**config.mk**
```make
export PLATFORM = sky130hd
export DESIGN_NAME = mpc_panel
export DESIGN_NICKNAME = d
export VERILOG_FILES = /design/src/mpc_panel.v
export VERILOG_INCLUDE_DIRS = /design/src
export SDC_FILE = /design/constraint.sdc
export NUM_CORES = 1
export LEC_CHECK = 0
export BUFFER_PORTS_ARGS = -buffer_cell sky130_fd_sc_hd__buf_2
export CAP_MARGIN = 20
export CORE_AREA = 2 2 161 195
export CTS_BUF_LIST = sky130_fd_sc_hd__clkbuf_4 sky130_fd_sc_hd__clkbuf_8 sky130_fd_sc_hd__clkbuf_16
export DETAILED_ROUTE_END_ITERATION = 8
export DIE_AREA = 0 0 163 197
export PLACE_DENSITY = 0.7
export SLEW_MARGIN = 10
export SYNTH_ARGS = -nofsm -noshare
export SYNTH_HDL_FRONTEND = slang
export SYNTH_SLANG_ARGS = --single-unit
```
**constraint.sdc**
```tcl
create_clock -name pclk -period 10.25 [get_ports pclk]
set_input_delay 3.075 -clock pclk [delete_from_list [all_inputs] [get_ports pclk]]
set_output_delay 3.075 -clock pclk [all_outputs]
set_load 0.01 [all_outputs]
```
**src/mpc_map.vh**
```
// constants and register map for the maintenance panel control block
`ifndef MPC_MAP_VH
`define MPC_MAP_VH
`define MPC_OFF_CTRL      12'h000
`define MPC_OFF_SWITCH    12'h004
`define MPC_OFF_ACTION    12'h008
`define MPC_OFF_STATUS    12'h00C
`define MPC_OFF_DISPLAY   12'h010
`define MPC_OFF_CMPR      12'h014
`define MPC_OFF_CMD0      12'h018
`define MPC_OFF_CMD1      12'h01C
`define MPC_OFF_CMD2      12'h020
`define MPC_OFF_CMD3      12'h024
`define MPC_OFF_BYTECNT   12'h028
`define MPC_OFF_WRDATA    12'h02C
`define MPC_OFF_GODOWN    12'h030
`define MPC_OFF_CHECKS    12'h034
`define MPC_OFF_SEQ       12'h038
// control register fields
`define MPC_CTRL_DISP_LSB 0
`define MPC_CTRL_ENTRY_LSB 3
`define MPC_CTRL_ALU2     6
`define MPC_CTRL_MPLE     7
`define MPC_CTRL_WRDATA   8
// action register bits (write one pulses)
`define MPC_ACT_SETCMP    0
`define MPC_ACT_START     1
`define MPC_ACT_STOP      2
`define MPC_ACT_CLRCHK    3
// display selector codes
`define MPC_DISP_CEREG    3'h0
`define MPC_DISP_CMPR     3'h1
`define MPC_DISP_IC       3'h2
`define MPC_DISP_BUSIN    3'h3
`define MPC_DISP_BUSOUT   3'h4
`define MPC_DISP_HIROS    3'h5
`define MPC_DISP_LOROS    3'h6
// data entry selector codes
`define MPC_ENT_CMPR      3'h0
`define MPC_ENT_CMD1      3'h1
`define MPC_ENT_BYTECNT   3'h5
`define MPC_ENT_WRDATA    3'h6
// byte count, go-down and command gap figures
`define MPC_BC_MULT       16'h0400
`define MPC_BC_PAD        16'h0003
`define MPC_BC_SHORT      16'h0002
`define MPC_GD_BASE_US    6000
`define MPC_GD_STEP_US    26000
`define MPC_CLK_MHZ       100
`define MPC_CMD_GAP       8'h10
`endif

```
**src/mpc_panel.v**
```verilog
// maintenance panel control: entry registers, command sequencer, indicators and checks
// Functional notes
// - set-compare loads entry switches into selected register, regardless of enable/offline.
// - offline command controls ignored unless interfaces offline.
// - multiple mode loops the four stored commands continuously.
// - single mode advances one command per start press.
// - start begins command execution; stop ends continuous cycling.
// - compare display shows compare register on indicators 0-11.
// - counter display shows selected ALU's instruction counter.
// - inbound display: ALU1 channel data/tags, ALU2 tape data/address.
// - outbound display: data on 0-7, controls/tags on 8-11.
// - upper store display: bits 0-7 plus parity; ALU1 adds control lines 9-11. Parity is not shown here; indicator 8 stays dark.
// - lower store display: bits 8-15 plus parity; ALU1 adds control lines 9-11. Parity is not shown here; indicator 8 stays dark.
// - four command slots, each command plus device address 0-F.
// - byte count is left/centre value plus right switch times 1024.
// - dialled 00-FE writes count plus three; FF writes two.
// - write pattern from left (high) and centre switches with auto parity.
// - go-down delay 6.0 ms plus 26 ms per right-switch step.
// - command code from left and centre switches, unit address from right switch.
// - compare-equal lit when compare register matches selected register.
// - branch-condition error when even number of condition groups active.
// - ALU-to-external transfers check storage register output for odd parity.
// - upper check set by counter, store, multi-decode or branch errors.
// - lower counter checked on branches; lower store every cycle.
//
// The APB slave port and the register offsets are this design's own decisions.
`timescale 1ns/1ps
`default_nettype none
`include "mpc_map.vh"
module mpc_panel #(
  parameter CMD_W  = 8,
  parameter GD_TICKS_PER_STEP = `MPC_GD_STEP_US * `MPC_CLK_MHZ,
  parameter GD_TICKS_BASE     = `MPC_GD_BASE_US * `MPC_CLK_MHZ
) (
  input  wire        pclk,
  input  wire        presetn,
  // apb register bus
  input  wire        psel,
  input  wire        penable,
  input  wire        pwrite,
  input  wire [11:0] paddr,
  input  wire [31:0] pwdata,
  output reg  [31:0] prdata,
  output wire        pready,
  output wire        pslverr,
  // operator panel offline switch, not on this clock
  input  wire        intf_offline_in,
  // alu state shown on the indicators
  input  wire [11:0] alu1_counter,
  input  wire [11:0] alu2_counter,
  input  wire [7:0]  chan_in_data,
  input  wire [3:0]  chan_in_tags,
  input  wire [7:0]  tape_in_data,
  input  wire [3:0]  tape_dev_addr,
  input  wire [7:0]  chan_out_data,
  input  wire [3:0]  chan_out_ctl,
  input  wire [7:0]  tape_out_data,
  input  wire [3:0]  tape_out_ctl,
  input  wire [17:0] alu1_store_word,
  input  wire [17:0] alu2_store_word,
  input  wire [2:0]  alu1_ctl_lines,
  // check inputs, sampled on this clock
  input  wire [15:0] branch_groups,
  input  wire        upper_counter_perr,
  input  wire        upper_store_perr,
  input  wire        multi_decode,
  input  wire        lower_counter_perr,
  input  wire        lower_store_perr,
  input  wire        cycle_done,
  input  wire        unconditional_branch,
  input  wire        conditional_branch_taken,
  input  wire        alu_to_ext,
  input  wire [8:0]  local_storage_register,
  // panel indicators and offline command outputs
  output reg  [11:0] indicators,
  output wire        intf_offline_lamp,
  output reg         compare_equal,
  output reg         cmd_issue,
  output reg  [CMD_W-1:0] cmd_code,
  output reg  [3:0]  cmd_unit,
  output reg  [15:0] byte_count,
  output reg  [8:0]  write_pattern,
  output reg  [31:0] godown_ticks,
  // latched check indicators
  output wire        upper_check,
  output wire        lower_check,
  output wire        branch_error,
  output wire        bbus_error,
  output wire        hw_error
);
  localparam SQ_IDLE = 2'h0;
  localparam SQ_RUN  = 2'h1;
  localparam SQ_WAIT = 2'h2;

  reg  [11:0] sw_q;
  reg  [8:0]  ctrl_q;
  reg  [11:0] cmpr_q;
  reg  [11:0] slot_q [0:3];
  reg  [11:0] bytecnt_sw_q;
  reg  [11:0] wrdata_sw_q;
  reg  [1:0]  sq_state_q;
  reg  [1:0]  slot_idx_q;
  reg  [7:0]  gap_q;
  wire        upper_chk_q;
  wire        lower_chk_q;
  wire        branch_chk_q;
  wire        bbus_chk_q;
  wire        off_s2_q;
  reg  [11:0] rd_sel;
  integer     i;

  wire [2:0]  disp_sel  = ctrl_q[`MPC_CTRL_DISP_LSB +: 3];
  wire [2:0]  entry_sel = ctrl_q[`MPC_CTRL_ENTRY_LSB +: 3];
  wire        alu2      = ctrl_q[`MPC_CTRL_ALU2];
  wire        mple      = ctrl_q[`MPC_CTRL_MPLE];
  wire        wr_mode   = ctrl_q[`MPC_CTRL_WRDATA];
  wire        wr_act    = psel & penable & pwrite;
  wire        act_hit   = wr_act & (paddr == `MPC_OFF_ACTION);
  wire        sw_hit    = wr_act & (paddr == `MPC_OFF_SWITCH);
  wire        ctrl_hit  = wr_act & (paddr == `MPC_OFF_CTRL);
  wire        offline   = off_s2_q;
  wire        set_cmp   = act_hit & pwdata[`MPC_ACT_SETCMP];
  wire        start_p   = act_hit & pwdata[`MPC_ACT_START] & offline;
  wire        stop_p    = act_hit & pwdata[`MPC_ACT_STOP] & offline;
  wire        clr_chk   = act_hit & pwdata[`MPC_ACT_CLRCHK];
  wire [1:0]  slot_sel  = entry_sel[1:0] - 2'h1;

  // zero wait states; every access ends in one cycle
  assign pready  = 1'b1;
  assign pslverr = 1'b0;
  assign intf_offline_lamp = offline;

  // offline level comes from the panel switch, so synchronise it
  mpc_sync2 i_mpc_sync2_offline (
    .pclk    (pclk),
    .presetn (presetn),
    .async_in(intf_offline_in),
    .sync_q  (off_s2_q)
  );

  // switch, selector and entry registers
  always @(posedge pclk or negedge presetn) begin
    if (!presetn) begin
      sw_q         <= 12'h000;
      ctrl_q       <= 9'h000;
      cmpr_q       <= 12'h000;
      bytecnt_sw_q <= 12'h000;
      wrdata_sw_q  <= 12'h000;
      for (i = 0; i < 4; i = i + 1)
        slot_q[i] <= 12'h000;
    end else begin
      if (sw_hit)
        sw_q <= pwdata[11:0];
      if (ctrl_hit)
        ctrl_q <= pwdata[8:0];
      // set-compare needs neither panel enable nor offline
      if (set_cmp) begin
        case (entry_sel)
          `MPC_ENT_CMPR:    cmpr_q <= sw_q;
          `MPC_ENT_BYTECNT: bytecnt_sw_q <= sw_q;
          `MPC_ENT_WRDATA:  wrdata_sw_q <= sw_q;
          3'h1, 3'h2, 3'h3, 3'h4: slot_q[slot_sel] <= sw_q;
          default: cmpr_q <= cmpr_q;
        endcase
      end
    end
  end

  // dialled count, kilobyte multiplier and the short case
  wire [15:0] bc_dialled = {8'h00, bytecnt_sw_q[11:4]};
  wire [15:0] bc_kilo    = `MPC_BC_MULT * {12'h000, bytecnt_sw_q[3:0]};
  wire        bc_short   = (bytecnt_sw_q[11:4] == 8'hFF);

  // derived byte count, pattern and go-down delay
  always @(posedge pclk or negedge presetn) begin
    if (!presetn) begin
      byte_count    <= 16'h0000;
      write_pattern <= 9'h000;
      godown_ticks  <= 32'h00000000;
    end else begin
      if (bc_short)
        byte_count <= `MPC_BC_SHORT + bc_kilo;
      else
        byte_count <= bc_dialled + `MPC_BC_PAD + bc_kilo;
      // parity bit keeps the byte odd; left switch is the high nibble
      // ripple mode leaves the last pattern in place
      if (wr_mode)
        write_pattern <= {~^wrdata_sw_q[11:4], wrdata_sw_q[11:4]};
      // counted in ticks so a short bench can shrink both parameters
      godown_ticks  <= GD_TICKS_BASE + GD_TICKS_PER_STEP * {28'h0000000, wrdata_sw_q[3:0]};
    end
  end

  // offline command sequencer
  always @(posedge pclk or negedge presetn) begin
    if (!presetn) begin
      sq_state_q <= SQ_IDLE;
      slot_idx_q <= 2'h0;
      gap_q      <= 8'h00;
      cmd_issue  <= 1'b0;
      cmd_code   <= {CMD_W{1'b0}};
      cmd_unit   <= 4'h0;
    end else begin
      cmd_issue <= 1'b0;
      if (!offline) begin
        // going online drops any run in progress
        sq_state_q <= SQ_IDLE;
      end else begin
        case (sq_state_q)
          SQ_IDLE: if (start_p) sq_state_q <= SQ_RUN;
          SQ_RUN: begin
            cmd_issue  <= 1'b1;
            cmd_code   <= slot_q[slot_idx_q][11:4];
            cmd_unit   <= slot_q[slot_idx_q][3:0];
            slot_idx_q <= slot_idx_q + 2'h1;
            // gap gives the far side time to take each command
            gap_q      <= `MPC_CMD_GAP;
            // a stop landing on the issue cycle still ends the loop
            sq_state_q <= (mple && !stop_p) ? SQ_WAIT : SQ_IDLE;
          end
          SQ_WAIT: begin
            // stop only breaks a continuous run
            if (stop_p)
              sq_state_q <= SQ_IDLE;
            else if (gap_q == 8'h00)
              sq_state_q <= SQ_RUN;
            else
              gap_q <= gap_q - 8'h01;
          end
          default: sq_state_q <= SQ_IDLE;
        endcase
      end
    end
  end

  // indicator routing
  // indicator 0 is the most significant bit
  always @* begin
    case (disp_sel)
      `MPC_DISP_CMPR:   rd_sel = cmpr_q;
      `MPC_DISP_IC:     rd_sel = alu2 ? alu2_counter : alu1_counter;
      `MPC_DISP_BUSIN:  rd_sel = alu2 ? {tape_in_data, tape_dev_addr} : {chan_in_data, chan_in_tags};
      `MPC_DISP_BUSOUT: rd_sel = alu2 ? {tape_out_data, tape_out_ctl} : {chan_out_data, chan_out_ctl};
      // indicator 8 stays dark on the store displays
      `MPC_DISP_HIROS:  rd_sel = alu2 ? {alu2_store_word[17:10], 4'h0}
                                      : {alu1_store_word[17:10], 1'b0, alu1_ctl_lines};
      `MPC_DISP_LOROS:  rd_sel = alu2 ? {alu2_store_word[8:1], 4'h0}
                                      : {alu1_store_word[8:1], 1'b0, alu1_ctl_lines};
      `MPC_DISP_CEREG: begin
        case (entry_sel)
          `MPC_ENT_BYTECNT: rd_sel = bytecnt_sw_q;
          `MPC_ENT_WRDATA:  rd_sel = wrdata_sw_q;
          3'h1, 3'h2, 3'h3, 3'h4: rd_sel = slot_q[slot_sel];
          default: rd_sel = cmpr_q;
        endcase
      end
      default: rd_sel = 12'h000;
    endcase
  end

  always @(posedge pclk or negedge presetn) begin
    if (!presetn) begin
      indicators    <= 12'h000;
      compare_equal <= 1'b0;
    end else begin
      // compare follows the displayed register
      indicators    <= rd_sel;
      compare_equal <= (cmpr_q == rd_sel);
    end
  end

  // latched checks; a new error beats a clear in the same cycle
  wire br_err  = ~^branch_groups;
  wire bb_err  = alu_to_ext & ~^local_storage_register;
  wire up_err  = upper_counter_perr | upper_store_perr | multi_decode | br_err;
  wire lo_err  = cycle_done & (lower_store_perr |
                 ((unconditional_branch | conditional_branch_taken) & lower_counter_perr));
  mpc_sticky i_mpc_sticky_upper (
    .pclk    (pclk),
    .presetn (presetn),
    .set_in  (up_err),
    .clr_in  (clr_chk),
    .flag_q  (upper_chk_q)
  );

  mpc_sticky i_mpc_sticky_lower (
    .pclk    (pclk),
    .presetn (presetn),
    .set_in  (lo_err),
    .clr_in  (clr_chk),
    .flag_q  (lower_chk_q)
  );

  mpc_sticky i_mpc_sticky_branch (
    .pclk    (pclk),
    .presetn (presetn),
    .set_in  (br_err),
    .clr_in  (clr_chk),
    .flag_q  (branch_chk_q)
  );

  mpc_sticky i_mpc_sticky_bbus (
    .pclk    (pclk),
    .presetn (presetn),
    .set_in  (bb_err),
    .clr_in  (clr_chk),
    .flag_q  (bbus_chk_q)
  );
  assign upper_check  = upper_chk_q;
  assign lower_check  = lower_chk_q;
  assign branch_error = branch_chk_q;
  assign bbus_error   = bbus_chk_q;
  assign hw_error     = upper_chk_q | lower_chk_q | bbus_chk_q;

  // apb read mux
  always @* begin
    case (paddr)
      `MPC_OFF_CTRL:    prdata = {23'h000000, ctrl_q};
      `MPC_OFF_SWITCH:  prdata = {20'h00000, sw_q};
      `MPC_OFF_STATUS:  prdata = {29'h00000000, compare_equal, cmd_issue, offline};
      `MPC_OFF_DISPLAY: prdata = {20'h00000, indicators};
      `MPC_OFF_CMPR:    prdata = {20'h00000, cmpr_q};
      // slot words read back as loaded, code high and unit low
      `MPC_OFF_CMD0:    prdata = {20'h00000, slot_q[0]};
      `MPC_OFF_CMD1:    prdata = {20'h00000, slot_q[1]};
      `MPC_OFF_CMD2:    prdata = {20'h00000, slot_q[2]};
      `MPC_OFF_CMD3:    prdata = {20'h00000, slot_q[3]};
      `MPC_OFF_BYTECNT: prdata = {16'h0000, byte_count};
      `MPC_OFF_WRDATA:  prdata = {23'h000000, write_pattern};
      `MPC_OFF_GODOWN:  prdata = godown_ticks;
      `MPC_OFF_CHECKS:  prdata = {28'h0000000, bbus_chk_q, branch_chk_q, lower_chk_q, upper_chk_q};
      `MPC_OFF_SEQ:     prdata = {28'h0000000, slot_idx_q, sq_state_q};
      default:          prdata = 32'h00000000;
    endcase
  end
endmodule

// sticky check latch; a new error wins over a clear in the same cycle
module mpc_sticky (
  input  wire pclk,
  input  wire presetn,
  input  wire set_in,
  input  wire clr_in,
  output reg  flag_q
);
  always @(posedge pclk or negedge presetn) begin
    if (!presetn) begin
      flag_q <= 1'b0;
    end else begin
      flag_q <= set_in | (flag_q & ~clr_in);
    end
  end
endmodule

// two-flop synchroniser; only the second stage leaves this module
module mpc_sync2 (
  input  wire pclk,
  input  wire presetn,
  input  wire async_in,
  output reg  sync_q
);
  reg meta_q;

  always @(posedge pclk or negedge presetn) begin
    if (!presetn) begin
      meta_q <= 1'b0;
      sync_q <= 1'b0;
    end else begin
      meta_q <= async_in;
      sync_q <= meta_q;
    end
  end
endmodule
`default_nettype wire

```
Word level (Yosys, flattened, before mapping)
Index checks and enable logic that the tools add are counted.
- word-level logic and storage cells: 152
- flip-flop bits (word level): 201
- output and inout bits: 123
- bitwise logic cells: 32
- eq/ne operators: 34
- $mul: 1
- magnitude comparators: 3
- $add $sub $neg: 7
- muxes and demuxes: 29
- reductions and logical operators: 20
- operators by type and width (operator ; number):
    case mux 27 bit (14 select lines) ; 1
    2-to-1 mux 12 bit ; 10
    == test 12 x 6 -> 1 bit (second input constant) ; 7
    case mux 12 bit (7 select lines) ; 1
    binary-select mux 12 bit (select 2 bit) ; 2
    bitwise mux 48 bit ; 1
    == test 12 x 5 -> 1 bit (second input constant) ; 4
    case mux 12 bit (3 select lines) ; 1
    adder 20 x 26 -> 27 bit (first input constant) ; 1
    demux 12 bit (select 2 bit) ; 1
    == test 12 x 4 -> 1 bit (second input constant) ; 2
    multiplier 16 x 4 -> 20 bit (first input constant) ; 1
    bitwise AND 1 bit ; 18
    == test 3 bit (second input constant) ; 6
    2-to-1 mux 8 bit ; 2
    case mux 8 bit (2 select lines) ; 1
    XNOR reduction 16 bit ; 1
    adder 2 x 14 -> 15 bit (first input constant) ; 1
    adder 9 x 14 -> 15 bit ; 1
    2-to-1 mux 15 bit ; 1
    == test 12 bit ; 1
    == test 12 x 3 -> 1 bit (second input constant) ; 1
    == test 3 x 2 -> 1 bit (second input constant) ; 4
    logical NOT 12 bit ; 1
    other kinds (30) ; 56

Depth between registers and ports, before layout
- depth in word-level cells: 10
- gate-level depth with buffers: 15
- depth with buffers taken out: 14

By module
Synthesis repeated with hierarchy kept, for this count alone.
- cell total of the unflattened synthesis: 1074
- area total of the unflattened synthesis: 11882.6 sq um
- by module, submodules not included (module ; cells an instance ; seq. area each (sq um) ; area each (sq um) ; instances):
    mpc_panel ; 1060 ; 4654.5 ; 11687.5 ; 1
    mpc_sticky ; 3 ; 25.0 ; 36.3 ; 4
    mpc_sync2 ; 2 ; 50.0 ; 50.0 ; 1

Least setup slack after synthesis
OpenSTA, ideal clock, no wires.
- kind: input to output
- from: input paddr[9]
- to: output prdata[4]
- setup slack: 2.139 ns
- stages: 8
- arrival: 5.036 ns
- cells stage by stage: or4_4 -> or4b_1 -> buf_2 -> nor2_1 -> clkbuf_1 -> a22o_1 -> a221oi_1 -> nand4_1
- longest elaborated chain between the ends: 2
- elaborated cells on any way between the ends: 15
- classes of those cells: 13 x eq/ne; 1 x mux; 1 x reduce/logical
- RTL lines (item ; RTL line ; source):
    from (decl) ; mpc_panel.v:41 ; input wire [11:0] paddr,
    == test 12 x 6 -> 1 bit (tied with other cells) ; mpc_panel.v:317 ; case (paddr)
    case mux 27 bit (14 select lines) (*) ; mpc_panel.v:317 ;
    to (decl) ; mpc_panel.v:43 ; output reg [31:0] prdata,
Mark *: on every way between the ends. The rest lies on a longest branch, timed or not.

Worst setup path in the final report
- from: input paddr[9]
- to: output prdata[8]
The elaborated chain is that of the path after synthesis.

==> reports/summary.txt <==
outcome: complete, no violations
FF/Latch Area: 4810 µm²
DRC violations left: 0
initial antenna violation count: 1
Die Area: 32100 µm²
min cycle time layout: 8.82 ns
FF+latch count, synth: 192
worst hold path type: reg -> reg
DR WL/cell: 22.1 µm
Max FO, Critical Path: 7
multi-input logic area: 6690 µm²
critical path class: in -> out
Placer Congestion: 0.913
Hold Vio Cnt, Final: 0
Core Area: 30200 µm²
Die X: 163 µm
effective utilization at floorplan: 39.4%
clock group share of total power: 40.4%
top area cells in the synthesized netlist: dfrtp_1, mux2_2, ha_1
PD cells: 113 nW/µm²
dpl hpwl: 28900 µm
WP data required: 7.18 ns
P_sw: 0.412 mW
Setup TNS: 0 ns
# port buffers: 272
worst-margin pin slew: 1.04 ns
simple logic cell fraction of the synthesized area: 10.5%
number of global-route vias before repair: 10000
area fraction in compound gates after synthesis: 15.2%
maxcap violations: 0
Internal Power: 1.19 mW
post-synthesis sequential area ratio: 40.3%
Reg power frac: 48.8%
clock sink count: 192
top cell type's share of synthesized area: 40.3%
P&R area growth vs syn: 18.8%
WP buf/inv: 2
Pre-antenna DRT Iters: 9
GRT Residual Overflow: 0
Clock Skew: 0.0121 ns
YS warnings: 0
initial DRC count: 989
ys flop type: dfrtp_1
share of cells above drive strength 1: 36.3%
number of synthesized flops with an enable pin: 0
Rows: 70
Crit-path slowest cell: nor2_1
IR drop worst, VDD: 106 µV
wire length of the first global-routing pass: 58400 µm
Max Root-Sink Buffers: 2
Nets: 1582
Comb pwr share: 10.8%
XOR/XNOR share of the synthesized area: 5.14%
IO Pins: 318
crit share post-route: 86.0%
largest family of logic cells by synthesized area: multiplexers
CTS clk-pin slew, worst paths: 0.07 ns
post_cts resized: 0
Syn Inst Count: 1091
RSZ-0062 raised after global routing: false
largest area contributor in the netlist: dfrtp_1
cell area after synthesis: 11900 µm²
Setup crit end kind: output port
TritonCTS clock tree: built
clock buffer count from CTS: 17
top cells by count, synth: dfrtp_1, mux2_2, nand2_1
via count: 10300
Detailed Route WL: 38600 µm
async set-reset flop share out of synthesis: 100%
# H-tree levels: 4
Post-Syn Area per Cell: 10.9 µm²
mux share of post-synthesis cell area: 19.2%
most common cell in the netlist: dfrtp_1
Startpoint Class: input pin
largest net degree at the start of global routing: 116
fill cell total of the finished layout: 2778
drt via density: 5.89
Max Fclk: 0.113 GHz
Post-DRT Antenna Nets: 0
worst hold slack: 0.348 ns
Sw Share: 25.7%
CP top delay family: simple AND/OR/NAND/NOR gates
leak pwr: 7.02 nW
count of cell types in the netlist: 70
height of the die: 197 µm
Slew Viols, Final: 0
CP peak stage delay: 0.81 ns
CTS root buffer: clkbuf_16
Synth Area in Adders: 5.27%
Clock Latency Late Sink: 0.44 ns
Max-Slew Margin vs Limit: 30.4%
setup violators final: 0
CP cell instances: buf_2, or4_4, nor3_1, nand3_1, nor2_1, a222oi_1, nand2_1, a221oi_1, nand2_1, buf_2
Hold Buf Count CTS: 0
Overall Global Routing Usage: 23.9%
Post CTS Setup Buffer Count: 0
Arr. time, crit path: 5.74 ns
==> flip-flops by register name, summed over array words and instances, names as in the netlist, 9 cells and up <==
name,cells
wrdata_sw_q,12
cmpr_q,12
ctrl_q,9
bytecnt_sw_q,12
indicators,12
sw_q,12
slot_q,48
byte_count,13
godown_ticks,21
write_pattern,9
==> metrics by stage <==
stage | setup WS (ns) | instance area (µm²) | power (mW) | utilization, % | instances
final | 1.43 | 14200 | 1.60 | 46.9 | 1748
after global routing | 1.39 | 14200 | 1.66 | 46.9 | 1747
after CTS | 1.49 | 14200 | 1.62 | 46.9 | 1747
after detailed placement | 1.51 | 13600 | 0.971 | 45.0 | 1715
after global placement | 1.53 | 13600 | 0.967 | 45.0 | 1715
after floorplan | 2.14 | 12000 | 0.900 | - | 1110
==> worst paths after layout <==
path	cells after the start	to	startpoint	slack, ns
min in group asynchronous	1	cmd_code[0]	presetn	2.79
setup / recovery	10	prdata[8]	paddr[9]	1.43
setup reg to reg	14	godown_ticks[25]	wrdata_sw_q[2]	5.73
hold / removal	0	i_mpc_sync2_offline.sync_q	i_mpc_sync2_offline.meta_q	0.35
max in group asynchronous	2	gap_q[0]	presetn	5.87
hold reg to reg	0	i_mpc_sync2_offline.sync_q	i_mpc_sync2_offline.meta_q	0.35
==> logic make-up (layout without fill, tap and decap cells) <==
family | Yosys count | after routing
simple gates | 244 | 244
compound gates | 243 | 243
flops | 192 | 192
mux | 182 | 182
buf+inv | 109 | 350
xor+xnor | 70 | 70
fa+ha+maj | 49 | 49
other cells | 2 | 22
==> routing by layer <==
metal | global-route usage (%) | share of wire, % | vias up
li1 | - | - | 4567
met3 | 5.24 | 9.1 | 110
met5 | 0 | 0 | -
met2 | 41.6 | 49 | 571
met1 | 28.2 | 37 | 5042
met4 | 11.0 | 4.9 | 0
==> final cells by class <==
class,count,area share (%)
timing repair buffer,290,10.6
inverter,28,0.742
clock buffer,20,3.21
antenna,1,0.0177
tap,396,3.50
multi-input combinational,809,47.2
clock inverter,12,0.769
sequential,192,33.9
==> cell usage in the layout, fill, tap and decap left out, types with 17 or more instances in the layout <==
master / n
mux2_2: 125
nand2_1: 64
mux4_2: 25
conb_1: 21
buf_2: 271
a221oi_1: 18
a222oi_1: 17
buf_4: 18
dfrtp_1: 191
xor2_1: 25
nor2_1: 44
clkbuf_16: 17
o21ai_0: 31
a21oi_1: 27
inv_1: 28
nand3_1: 35
xnor2_1: 45
a22oi_1: 32
a22o_1: 27
mux2i_1: 32
ha_1: 47
==> power groups by stage <==
stage	Clock [mW]	Combinational (mW)	Sequential, mW
after floorplan	0	0.108	0.791
after global placement	0	0.171	0.797
after detailed placement	0	0.174	0.797
after CTS	0.661	0.174	0.783
after global routing	0.688	0.191	0.784
final	0.648	0.173	0.783
No activity file was read; power rests on OpenSTA's default activity.
